--- src/pkg/dbl_pkg.sv ---
package dbl_pkg;

    // ************************************************************
    // Bus modes and pin timing.
    // ************************************************************
    typedef enum logic [1:0]
    {
        MODE_WIDE      = 2'b00,
        MODE_BYTE_SYNC = 2'b01,
        MODE_BYTE_SEP  = 2'b10
    } dbl_mode_e;

    localparam int unsigned CLK_PERIOD_NS   = 10;
    localparam int unsigned SETUP_NS        = 60;
    localparam int unsigned STROBE_NS       = 70;
    localparam int unsigned HOLD_NS         = 20;
    localparam int unsigned SETUP_CYC       = (SETUP_NS + CLK_PERIOD_NS - 1) / CLK_PERIOD_NS;
    localparam int unsigned STROBE_CYC      = (STROBE_NS + CLK_PERIOD_NS - 1) / CLK_PERIOD_NS;
    localparam int unsigned HOLD_CYC        = (HOLD_NS + CLK_PERIOD_NS - 1) / CLK_PERIOD_NS;
    localparam logic [15:0] CODE_NEG_FULL   = 16'h0000;
    localparam logic [15:0] CODE_POS_FULL   = 16'hFFFF;

    // ************************************************************
    // Pin group driven toward the converter.
    // ************************************************************
    typedef struct packed
    {
        logic        chip_select_n;
        logic        upper_byte_latch_enable_n;
        logic        lower_byte_latch_enable_n;
        logic        output_register_load_n;
        logic [15:0] data;
    } dbl_pins_s;

endpackage

--- src/core/dbl_strobe_timer.sv ---
`timescale 1ns/1ps
`default_nettype none

// Counts one phase of a write cycle; done pulses when the count expires.
module dbl_strobe_timer
#(
    parameter int unsigned WIDTH = 4
)
(
    input  wire logic             clk,
    input  wire logic             rst_b,
    input  wire logic             start,
    input  wire logic [WIDTH-1:0] count,
    output logic                  done
);

    logic [WIDTH-1:0] cnt_q;
    logic             run_q;

    // A one-bit counter cannot tell a running count from its last cycle.
    if (WIDTH < 2)
    begin : g_width_check
        $error("strobe timer needs at least two count bits");
    end

    always_ff @(posedge clk or negedge rst_b)
    begin
        if (!rst_b)
        begin
            cnt_q <= '0;
            run_q <= 1'b0;
        end
        else if (start)
        begin
            cnt_q <= count;
            run_q <= 1'b1;
        end
        else if (run_q)
        begin
            cnt_q <= cnt_q - 1'b1;
            if (cnt_q <= 1)
            begin
                run_q <= 1'b0;
            end
        end
    end

    assign done = run_q && (cnt_q <= 1);

endmodule

`default_nettype wire

--- src/core/dbl_host.sv ---
`timescale 1ns/1ps
`default_nettype none

// Overview of operation
// - The output register loads in its own cycle or together with one or both byte latches.
// - A wide host may hold load low and strobe both byte enables together under chip select; this host pulses load low with the enables instead.
// - A byte-wide host writes two bytes and loads the output register as the second enters.
// - A byte-wide host writes the two bytes in separate cycles, one enable per cycle.
// - The host raises an enable before changing data while all latches are transparent.
module dbl_host
(
    input  wire logic              SYS_CLK,
    input  wire logic              RST_B,
    input  wire logic              START,
    input  wire logic [15:0]       WORD,
    input  wire dbl_pkg::dbl_mode_e MODE,
    output logic                   BUSY,
    output logic                   DONE,
    output logic                   INITIALISED,
    output dbl_pkg::dbl_pins_s     PINS
);

    typedef enum logic [2:0]
    {
        ST_IDLE   = 3'b000,
        ST_SETUP  = 3'b001,
        ST_STROBE = 3'b010,
        ST_HOLD   = 3'b011,
        ST_NEXT   = 3'b100
    } dbl_state_e;

    // ************************************************************
    // Write sequencing.
    // ************************************************************
    dbl_state_e         state_q;
    logic [1:0]         phase_q;
    logic [15:0]        word_q;
    dbl_pkg::dbl_mode_e mode_q;
    dbl_pkg::dbl_pins_s pins_q;
    logic               done_q;
    logic               init_q;
    logic               tmr_start;
    logic [3:0]         tmr_count;
    logic               tmr_done;

    // Index of the last write cycle in each mode.
    function automatic logic [1:0] last_phase(input dbl_pkg::dbl_mode_e m);
        case (m)
            dbl_pkg::MODE_WIDE:      last_phase = 2'd0;
            dbl_pkg::MODE_BYTE_SYNC: last_phase = 2'd1;
            default:                 last_phase = 2'd2;
        endcase
    endfunction

    dbl_strobe_timer #(.WIDTH(4)) u_timer
    (
        .clk   (SYS_CLK),
        .rst_b (RST_B),
        .start (tmr_start),
        .count (tmr_count),
        .done  (tmr_done)
    );

    always_comb
    begin
        tmr_start = 1'b0;
        tmr_count = 4'(dbl_pkg::SETUP_CYC);
        if (state_q == ST_IDLE && START)
        begin
            tmr_start = 1'b1;
        end
        else if (state_q == ST_NEXT)
        begin
            tmr_start = 1'b1;
        end
        else if (tmr_done && state_q == ST_SETUP)
        begin
            tmr_start = 1'b1;
            tmr_count = 4'(dbl_pkg::STROBE_CYC);
        end
        else if (tmr_done && state_q == ST_STROBE)
        begin
            tmr_start = 1'b1;
            tmr_count = 4'(dbl_pkg::HOLD_CYC);
        end
    end

    always_ff @(posedge SYS_CLK or negedge RST_B)
    begin
        if (!RST_B)
        begin
            state_q <= ST_IDLE;
            phase_q <= 2'd0;
            word_q  <= '0;
            mode_q  <= dbl_pkg::MODE_WIDE;
            done_q  <= 1'b0;
            init_q  <= 1'b0;
        end
        else
        begin
            done_q <= 1'b0;
            case (state_q)
                ST_IDLE:
                begin
                    if (START)
                    begin
                        word_q  <= WORD;
                        mode_q  <= MODE;
                        phase_q <= 2'd0;
                        state_q <= ST_SETUP;
                    end
                end
                ST_SETUP:
                begin
                    if (tmr_done)
                    begin
                        state_q <= ST_STROBE;
                    end
                end
                ST_STROBE:
                begin
                    if (tmr_done)
                    begin
                        state_q <= ST_HOLD;
                    end
                end
                ST_HOLD:
                begin
                    if (tmr_done)
                    begin
                        if (phase_q == last_phase(mode_q))
                        begin
                            done_q  <= 1'b1;
                            init_q  <= 1'b1;
                            state_q <= ST_IDLE;
                        end
                        else
                        begin
                            state_q <= ST_NEXT;
                        end
                    end
                end
                ST_NEXT:
                begin
                    phase_q <= phase_q + 2'd1;
                    state_q <= ST_SETUP;
                end
                default:
                begin
                    state_q <= ST_IDLE;
                end
            endcase
        end
    end

    // ************************************************************
    // Pin drive.
    // ************************************************************
    // Data and chip select stand through setup, strobe and hold; only the
    // enables pulse, so data never changes while a latch is open.
    always_ff @(posedge SYS_CLK or negedge RST_B)
    begin
        if (!RST_B)
        begin
            pins_q <= '{1'b1, 1'b1, 1'b1, 1'b1, 16'h0000};
        end
        else
        begin
            pins_q.upper_byte_latch_enable_n <= 1'b1;
            pins_q.lower_byte_latch_enable_n <= 1'b1;
            pins_q.output_register_load_n    <= 1'b1;
            pins_q.chip_select_n             <= (state_q == ST_IDLE || state_q == ST_NEXT);
            if (mode_q == dbl_pkg::MODE_WIDE)
            begin
                pins_q.data <= word_q;
            end
            else
            begin
                pins_q.data <= (phase_q == 2'd0) ? {word_q[15:8], word_q[15:8]}
                                                 : {word_q[7:0], word_q[7:0]};
            end
            // The strobe covers the whole timed phase, its last cycle included, so the
            // enables stay low for the full strobe count and never fall short of it.
            if (state_q == ST_STROBE)
            begin
                case (mode_q)
                    dbl_pkg::MODE_WIDE:
                    begin
                        // Load pulsed low with both enables makes the output register transparent for the strobe only.
                        pins_q.upper_byte_latch_enable_n <= 1'b0;
                        pins_q.lower_byte_latch_enable_n <= 1'b0;
                        pins_q.output_register_load_n    <= 1'b0;
                    end
                    dbl_pkg::MODE_BYTE_SYNC:
                    begin
                        if (phase_q == 2'd0)
                        begin
                            pins_q.upper_byte_latch_enable_n <= 1'b0;
                        end
                        else
                        begin
                            // Load tied to the second byte enable.
                            pins_q.lower_byte_latch_enable_n <= 1'b0;
                            pins_q.output_register_load_n    <= 1'b0;
                        end
                    end
                    default:
                    begin
                        if (phase_q == 2'd0)
                        begin
                            pins_q.upper_byte_latch_enable_n <= 1'b0;
                        end
                        else if (phase_q == 2'd1)
                        begin
                            pins_q.lower_byte_latch_enable_n <= 1'b0;
                        end
                        else
                        begin
                            pins_q.output_register_load_n <= 1'b0;
                        end
                    end
                endcase
            end
        end
    end

    // The converter's latches follow these levels directly, so every pin is registered.
    assign PINS        = pins_q;
    assign BUSY        = (state_q != ST_IDLE);
    assign DONE        = done_q;
    assign INITIALISED = init_q;

endmodule

`default_nettype wire

--- config.mk ---
export PLATFORM = sky130hd
export DESIGN_NAME = dbl_host
export DESIGN_NICKNAME = d
export VERILOG_FILES = /design/src/pkg/dbl_pkg.sv /design/src/core/dbl_strobe_timer.sv /design/src/core/dbl_host.sv
export SDC_FILE = /design/constraint.sdc
export NUM_CORES = 1
export LEC_CHECK = 0
export BUFFER_PORTS_ARGS = -buffer_cell sky130_fd_sc_hd__buf_2
export CORE_MARGIN = 5
export CORE_UTILIZATION = 45
export DETAILED_ROUTE_END_ITERATION = 12
export PLACE_DENSITY = 0.71
export SLEW_MARGIN = 25
export SYNTH_ARGS = -nofsm -noshare
export SYNTH_HDL_FRONTEND = slang
export SYNTH_SLANG_ARGS = --single-unit
--- constraint.sdc ---
create_clock -name SYS_CLK -period 2.2 [get_ports SYS_CLK]
set_input_delay 0.33 -clock SYS_CLK [delete_from_list [all_inputs] [get_ports SYS_CLK]]
set_output_delay 0.33 -clock SYS_CLK [all_outputs]
set_load 0.02 [all_outputs]
==> results.ini, run 1 <==
[outcome]
outcome=complete, no violations

[yosys]
syn-num-nets=191
synth.avg_cell_area_um2=13.4
synth_commonest_cells=46 x dfrtp_1, 24 x mux2_2, 10 x mux2_4, 10 x o21ai_0, 8 x nor2_1
synth_cells=165
synth_top_area_cell=dfrtp_1
synth_area_leaders=dfrtp_1 52%, mux2_2 12%, mux2_4 6.8%
synth.distinct_cells=34
yosysSeqAreaShare=0.569
synthMostInstantiatedCell=dfrtp_1
synth_area_um2=2210
yosysWarnings=0
synth_ff_type=dfrtp_1
async_flop_share=1.00
synth-edff-count=0
netlist.area_leader.share=0.522
ys_ff_latch=50

[drt]
drt.antenna.violating_nets=0
routed_wl_mm=3.86
wl_per_cell_um=13.8
drc=0
drt_iter0_drc=43
dr.pass1.iters=4
viasPerCell=4.86
vias=1356

[pwr]
combPwrFrac=0.441
p_clk_frac=0.142
peakVddDrop_mv=0.780
p_seq_frac=0.417
power.switching_mw=1.47
powerDensity_nw_per_um2=1540
p_sw_frac=0.373
intPower_mw=2.48
p_leak_nw=1.19
power.total_mw=3.96

[grt]
grt_use_total=0.133
grt_pass1_vias=1368
grt_max_degree=51
grt_pass1_wl_mm=6.49
antenna_found_initial=0
overflow=0

[floorplanning]
die-height_um=80.0
io_pins=44
start_util=0.464
core_um2=4750
dieArea_um2=6400
rows=25
die_w_um=80.0

[placed_design]
place_inst=271
gp_congestion=0.763
dp_hpwl_mm=2.69
port-buffer-count=43

[clock_network]
clockBufferDepth=2
holdBufCountCts=0
cts_htree_levels=2
clock_sinks=50
clock_latency_ns=0.30
post_cts_buffers=0
cts_resized=0
cts_buffers=5
cts_tree=yes
cts_root_buf=clkbuf_8
cts.clk_slew.worst_paths_ns=0.09

[sta]
drv_slew=0
final-setup-viol-count=0
period_share=0.814
rsz0062_at_grt=false
fmax_mhz=559
hold_violations=0
fin_crit_ns=1.79
setup_tns_ns=0
clock_skew_ns=0.00668
maxSlewHeadroom=0.598
tightest_slew_ns=0.604

[finish]
nFillCells=421
final_nets=237
areaGrowthSynthToFinish_pct=16.5
drive_gt1_frac=0.481
finalNonFillerCells=279
antenna_cells=0

[worst_setup_path]
crit_chain=or3_4, nor2_8, mux2_2
worstPathMaxFanout=18
critPathLaunchType=flip-flop
reg2reg_from=state_q[2]$_DFFE_PN0P_
slowest_delay_ns=0.50
criticalPathCategory=reg -> reg
crit_arrival_ns=1.98
rrSetupSlack_ns=0.41
rr_worst_depth=3
r2r-end=word_q[5]$_DFFE_PN0P_
crit_slowest_cell=dfrtp_1
cp.required_ns=2.39
worst_setup_path_end_kind=flip-flop

[flow_run]
cap_violations=0

[hold_path]
hp-class=in -> async

-- through the flow --
stage	hold WS, ns	instance area [um2]	utilization	setup WS, ns
after global routing	0.172	2570	0.541	0.204
final	0.122	2570	0.541	0.410
after CTS	0.137	2570	0.541	0.396
after detailed placement	0.451	2470	0.519	0.404
after global placement	0.448	2470	0.519	0.446
after floorplan	0.0344	2210	-	0.577
-- per-layer routing --
layer	up-vias	track usage	wire, um
met3	2	0.0542	263
li1	667	-	-
met5	-	0	0
met2	36	0.198	1710
met1	651	0.178	1860
met4	0	0.0405	23
-- cells by family after synthesis --
logic type / share of synthesized area
adder cells (fa/ha/maj): 0.0284
flip-flops: 0.569
buffers and inverters: 0.0346
AND/OR/NAND/NOR: 0.0891
XOR/XNOR: 0.0199
AO/OA/AOI/OAI: 0.0681
multiplexers: 0.191
-- worst max-delay path by stage --
stage	startpoint	endpoint	cells past startpoint	slack [ns]
2_1_floorplan	state_q[1]$_DFFE_PN0P_	mode_q[0]$_DFFE_PN0P_	5	0.58
3_3_place_gp	state_q[2]$_DFFE_PN0P_	word_q[6]$_DFFE_PN0P_	3	0.45
3_5_place_dp	state_q[2]$_DFFE_PN0P_	word_q[5]$_DFFE_PN0P_	3	0.40
4_1_cts	state_q[2]$_DFFE_PN0P_	word_q[5]$_DFFE_PN0P_	3	0.40
5_1_grt	u_timer.cnt_q[0]$_DFFE_PN0P_	u_timer.cnt_q[2]$_DFFE_PN0P_	6	0.20
6_report	state_q[2]$_DFFE_PN0P_	word_q[5]$_DFFE_PN0P_	3	0.41
-- flip-flops by register name (all words and copies together), names as in the netlist --
signal	flops
PINS	20
INITIALISED	1
DONE	1
u_timer.cnt_q	4
word_q	16
state_q	3
u_timer.run_q	1
mode_q	2
phase_q	2
-- critical path: cells and delay by family (launching register included) --
family	cells	cell delay, ns
mux	1	0.39
flops	1	0.50
simple gates	2	0.80
-- cells in the final DEF, fill, tap and decap left out, types with 6 or more instances in the layout --
cell,synthesis,final
nor2_1,8,8
mux2_4,10,10
o21ai_0,10,10
buf_2,3,43
nand2_1,7,7
clkbuf_8,0,6
dfrtp_1,46,46
nor3_1,6,6
inv_1,7,7
mux2_2,24,24
-- cell type report --
| class | instances | area (um2) | share of cell area |
|---|---|---|---|
| repair buffers | 45 | 230 | 0.0896 |
| multi-input cells | 102 | 873 | 0.340 |
| clock inverters | 2 | 17.5 | 0.00682 |
| flip-flops and latches | 50 | 1260 | 0.489 |
| well taps | 67 | 83.8 | 0.0326 |
| inverters | 7 | 26.3 | 0.0102 |
| clock buffers | 6 | 82.6 | 0.0321 |
-- power groups by stage --
stage	Clock, mW	Combinational [mW]	Sequential (mW)
2_1_floorplan	0	1.17	1.82
3_3_place_gp	0	1.74	1.66
3_5_place_dp	0	1.75	1.66
4_1_cts	0.580	1.77	1.65
5_1_grt	0.630	1.93	1.70
6_report	0.563	1.74	1.65
Note: power is estimated with default switching activity, not from simulation.
==> run 2: changes to the inputs <==
- ABC_AREA: default -> 1
- PLACE_DENSITY: 0.71 -> 0.74
- clock period: 2.2 -> 1.45 ns (I/O delays scaled with it)
==> results.ini, run 2 <==
[outcome]
outcome=complete, no violations

[drt]
m1WireLength_mm=1.94
dr.pass1.iters=4
viasPerCell=4.78
vias=1686
drt_iter0_drc=38
routed_wl_mm=4.53
met3_length_um=235
wl_met2_mm=2.28
drc=0
drt.antenna.violating_nets=0
top_layer_used=met4
wl_per_cell_um=12.8

[worst_setup_path]
rr_worst_depth=9
slowest_delay_ns=0.42
critPathLaunchType=flip-flop
crit_chain=inv_2, ha_4, inv_2, nand2_2, nand3_4, nor2_4, nor2_4, nand2_2, o21ai_2
r2r-end=u_timer.cnt_q[0]$_DFFE_PN0P_
crit_arrival_ns=1.61
worst_setup_path_end_kind=flip-flop
criticalPathCategory=reg -> reg
cp.required_ns=1.64
crit_slowest_cell=dfrtp_1
rrSetupSlack_ns=0.02
worstPathMaxFanout=4
reg2reg_from=u_timer.cnt_q[1]$_DFFE_PN0P_

[finish]
nFillCells=401
final_nets=311
final_cell_mix=44 x dfrtp_1, 44 x buf_2, 33 x nand2_1
drive_gt1_frac=0.462
largest_reg_flops=20
areaGrowthSynthToFinish_pct=29.4
antenna_cells=0

[sta]
holdWs_ns=0.143
fmax_mhz=701
maxSlewHeadroom=0.757
final-setup-viol-count=0
clock_skew_ns=0.00404
period_share=0.984
rsz0062_at_grt=true
drv_slew=0
fin_crit_ns=1.43
finalWorstSetupSlack_ns=0.0231
hold_violations=0
setup_tns_ns=0
tightest_slew_ns=0.365

[grt]
grt_pass1_wl_mm=7.13
grt_use_total=0.143
grt_pass1_vias=1612
grt_max_degree=29
antenna_found_initial=0
overflow=0

[floorplanning]
core_um2=4790
io_pins=44
die_w_um=80.5
rows=25
die-height_um=80.5
start_util=0.467
dieArea_um2=6480

[yosys]
synth_top_area_cell=dfrtp_1
yosysSeqAreaShare=0.562
synth_area_um2=2230
synth-edff-count=0
synthMostInstantiatedCell=dfrtp_1
synth_commonest_cells=46 x dfrtp_1, 35 x nand2_1, 27 x inv_1, 23 x o21ai_0, 12 x nor2_2
async_flop_share=1.00
syn-num-nets=242
yosysWarnings=0
ys_ff_latch=50
synth_area_leaders=dfrtp_1 52%, nand2_1 5.9%, mux2_4 5.4%
synth_ff_type=dfrtp_1
synth.distinct_cells=30
netlist.area_leader.share=0.515
synth.avg_cell_area_um2=10.3
synth_cells=216

[clock_network]
cts_buffers=5
clock_sinks=50
cts_tree=yes
clockBufferDepth=2
cts_htree_levels=2
cts.clk_slew.worst_paths_ns=0.09
cts_root_buf=clkbuf_8
clock_latency_ns=0.30

[pwr]
power.total_mw=6.17
powerDensity_nw_per_um2=2130
p_leak_nw=1.40
peakVddDrop_mv=1.06

[placed_design]
gp_congestion=0.885
post-place-ws_ns=-0.106
port-buffer-count=43
dp_hpwl_mm=3.11

[hold_path]
hold_start=WORD[9]
hp-class=in -> reg
hold-path-endpoint=word_q[9]$_DFFE_PN0P_
whs_path_depth=2

[flow_run]
cap_violations=0

==> run 2: worst max path at each step <==
| stage | from | to | cells past startpoint |
|---|---|---|---|
| floorplan | phase_q[0]$_DFFE_PN0P_ | PINS[3]$_DFF_PN0_ | 7 |
| global placement | u_timer.cnt_q[0]$_DFFE_PN0P_ | state_q[0]$_DFFE_PN0P_ | 10 |
| detailed placement | u_timer.cnt_q[0]$_DFFE_PN0P_ | state_q[0]$_DFFE_PN0P_ | 10 |
| CTS | u_timer.cnt_q[0]$_DFFE_PN0P_ | u_timer.cnt_q[1]$_DFFE_PN0P_ | 10 |
| global route | u_timer.cnt_q[1]$_DFFE_PN0P_ | u_timer.cnt_q[1]$_DFFE_PN0P_ | 10 |
| finish | u_timer.cnt_q[1]$_DFFE_PN0P_ | u_timer.cnt_q[0]$_DFFE_PN0P_ | 9 |
==> run 2: power by group <==
group | switching, mW | total, mW | leakage, nW | internal, mW
registers | 0.326 | 2.37 | 0.581 | 2.04
logic | 1.74 | 3.01 | 0.778 | 1.27
clock network | 0.443 | 0.782 | 0.0441 | 0.339
total | 2.51 | 6.17 | 1.40 | 3.65
==> run 2: timing repair <==
item	CTS	global route
hold buffers	1	0
pin swaps	2	8
endpoints found under the setup margin	6	22
gates resized for setup	2	33
setup buffers	5	6
endpoints found under the hold margin	10	0
==> run 2: metrics by stage <==
stage	cell area (um2)	utilization	instances
CTS	2750	0.575	347
finish	2890	0.604	353
global route	2890	0.604	353
global placement	2610	0.545	333
detailed placement	2610	0.545	333
floorplan	2230	-	216
==> run 2: area by class of cell <==
type,instances,area [um2],share of cell area
clock buffer,5,68.8,0.0238
clock inverter,3,21.3,0.00736
inverter,27,105,0.0363
multi-input combinational,134,917,0.317
sequential,50,1260,0.435
tap,67,83.8,0.0290
timing repair buffer,67,437,0.151
==> run 2: worst max-delay path: cells and delay by family (launching register included) <==
kind,cells,cell delay [ns]
flops,1,0.42
simple gates,5,0.53
buf+inv,2,0.15
fa+ha+maj,1,0.15
compound gates,1,0.06
==> run 2: routing by layer <==
metal | vias to the layer above | GRT usage
met5 | - | 0
met4 | 0 | 0.0490
met3 | 8 | 0.0348
met2 | 52 | 0.246
met1 | 787 | 0.176
li1 | 839 | -
==> run 2: cells by family (layout without fill, tap and decap cells) <==
kind of cell               count (synthesis)  after routing  share of synthesized area
adders and majority gates                  5              5                     0.0280
and+or+nand+nor                           70             70                      0.151
AOI/OAI and AO/OA                         48             48                      0.130
DFF                                       50             50                      0.562
xor gates and xnor gates                   3              3                     0.0118
buffers and inverters                     32            102                     0.0627
muxes                                      8              8                     0.0538
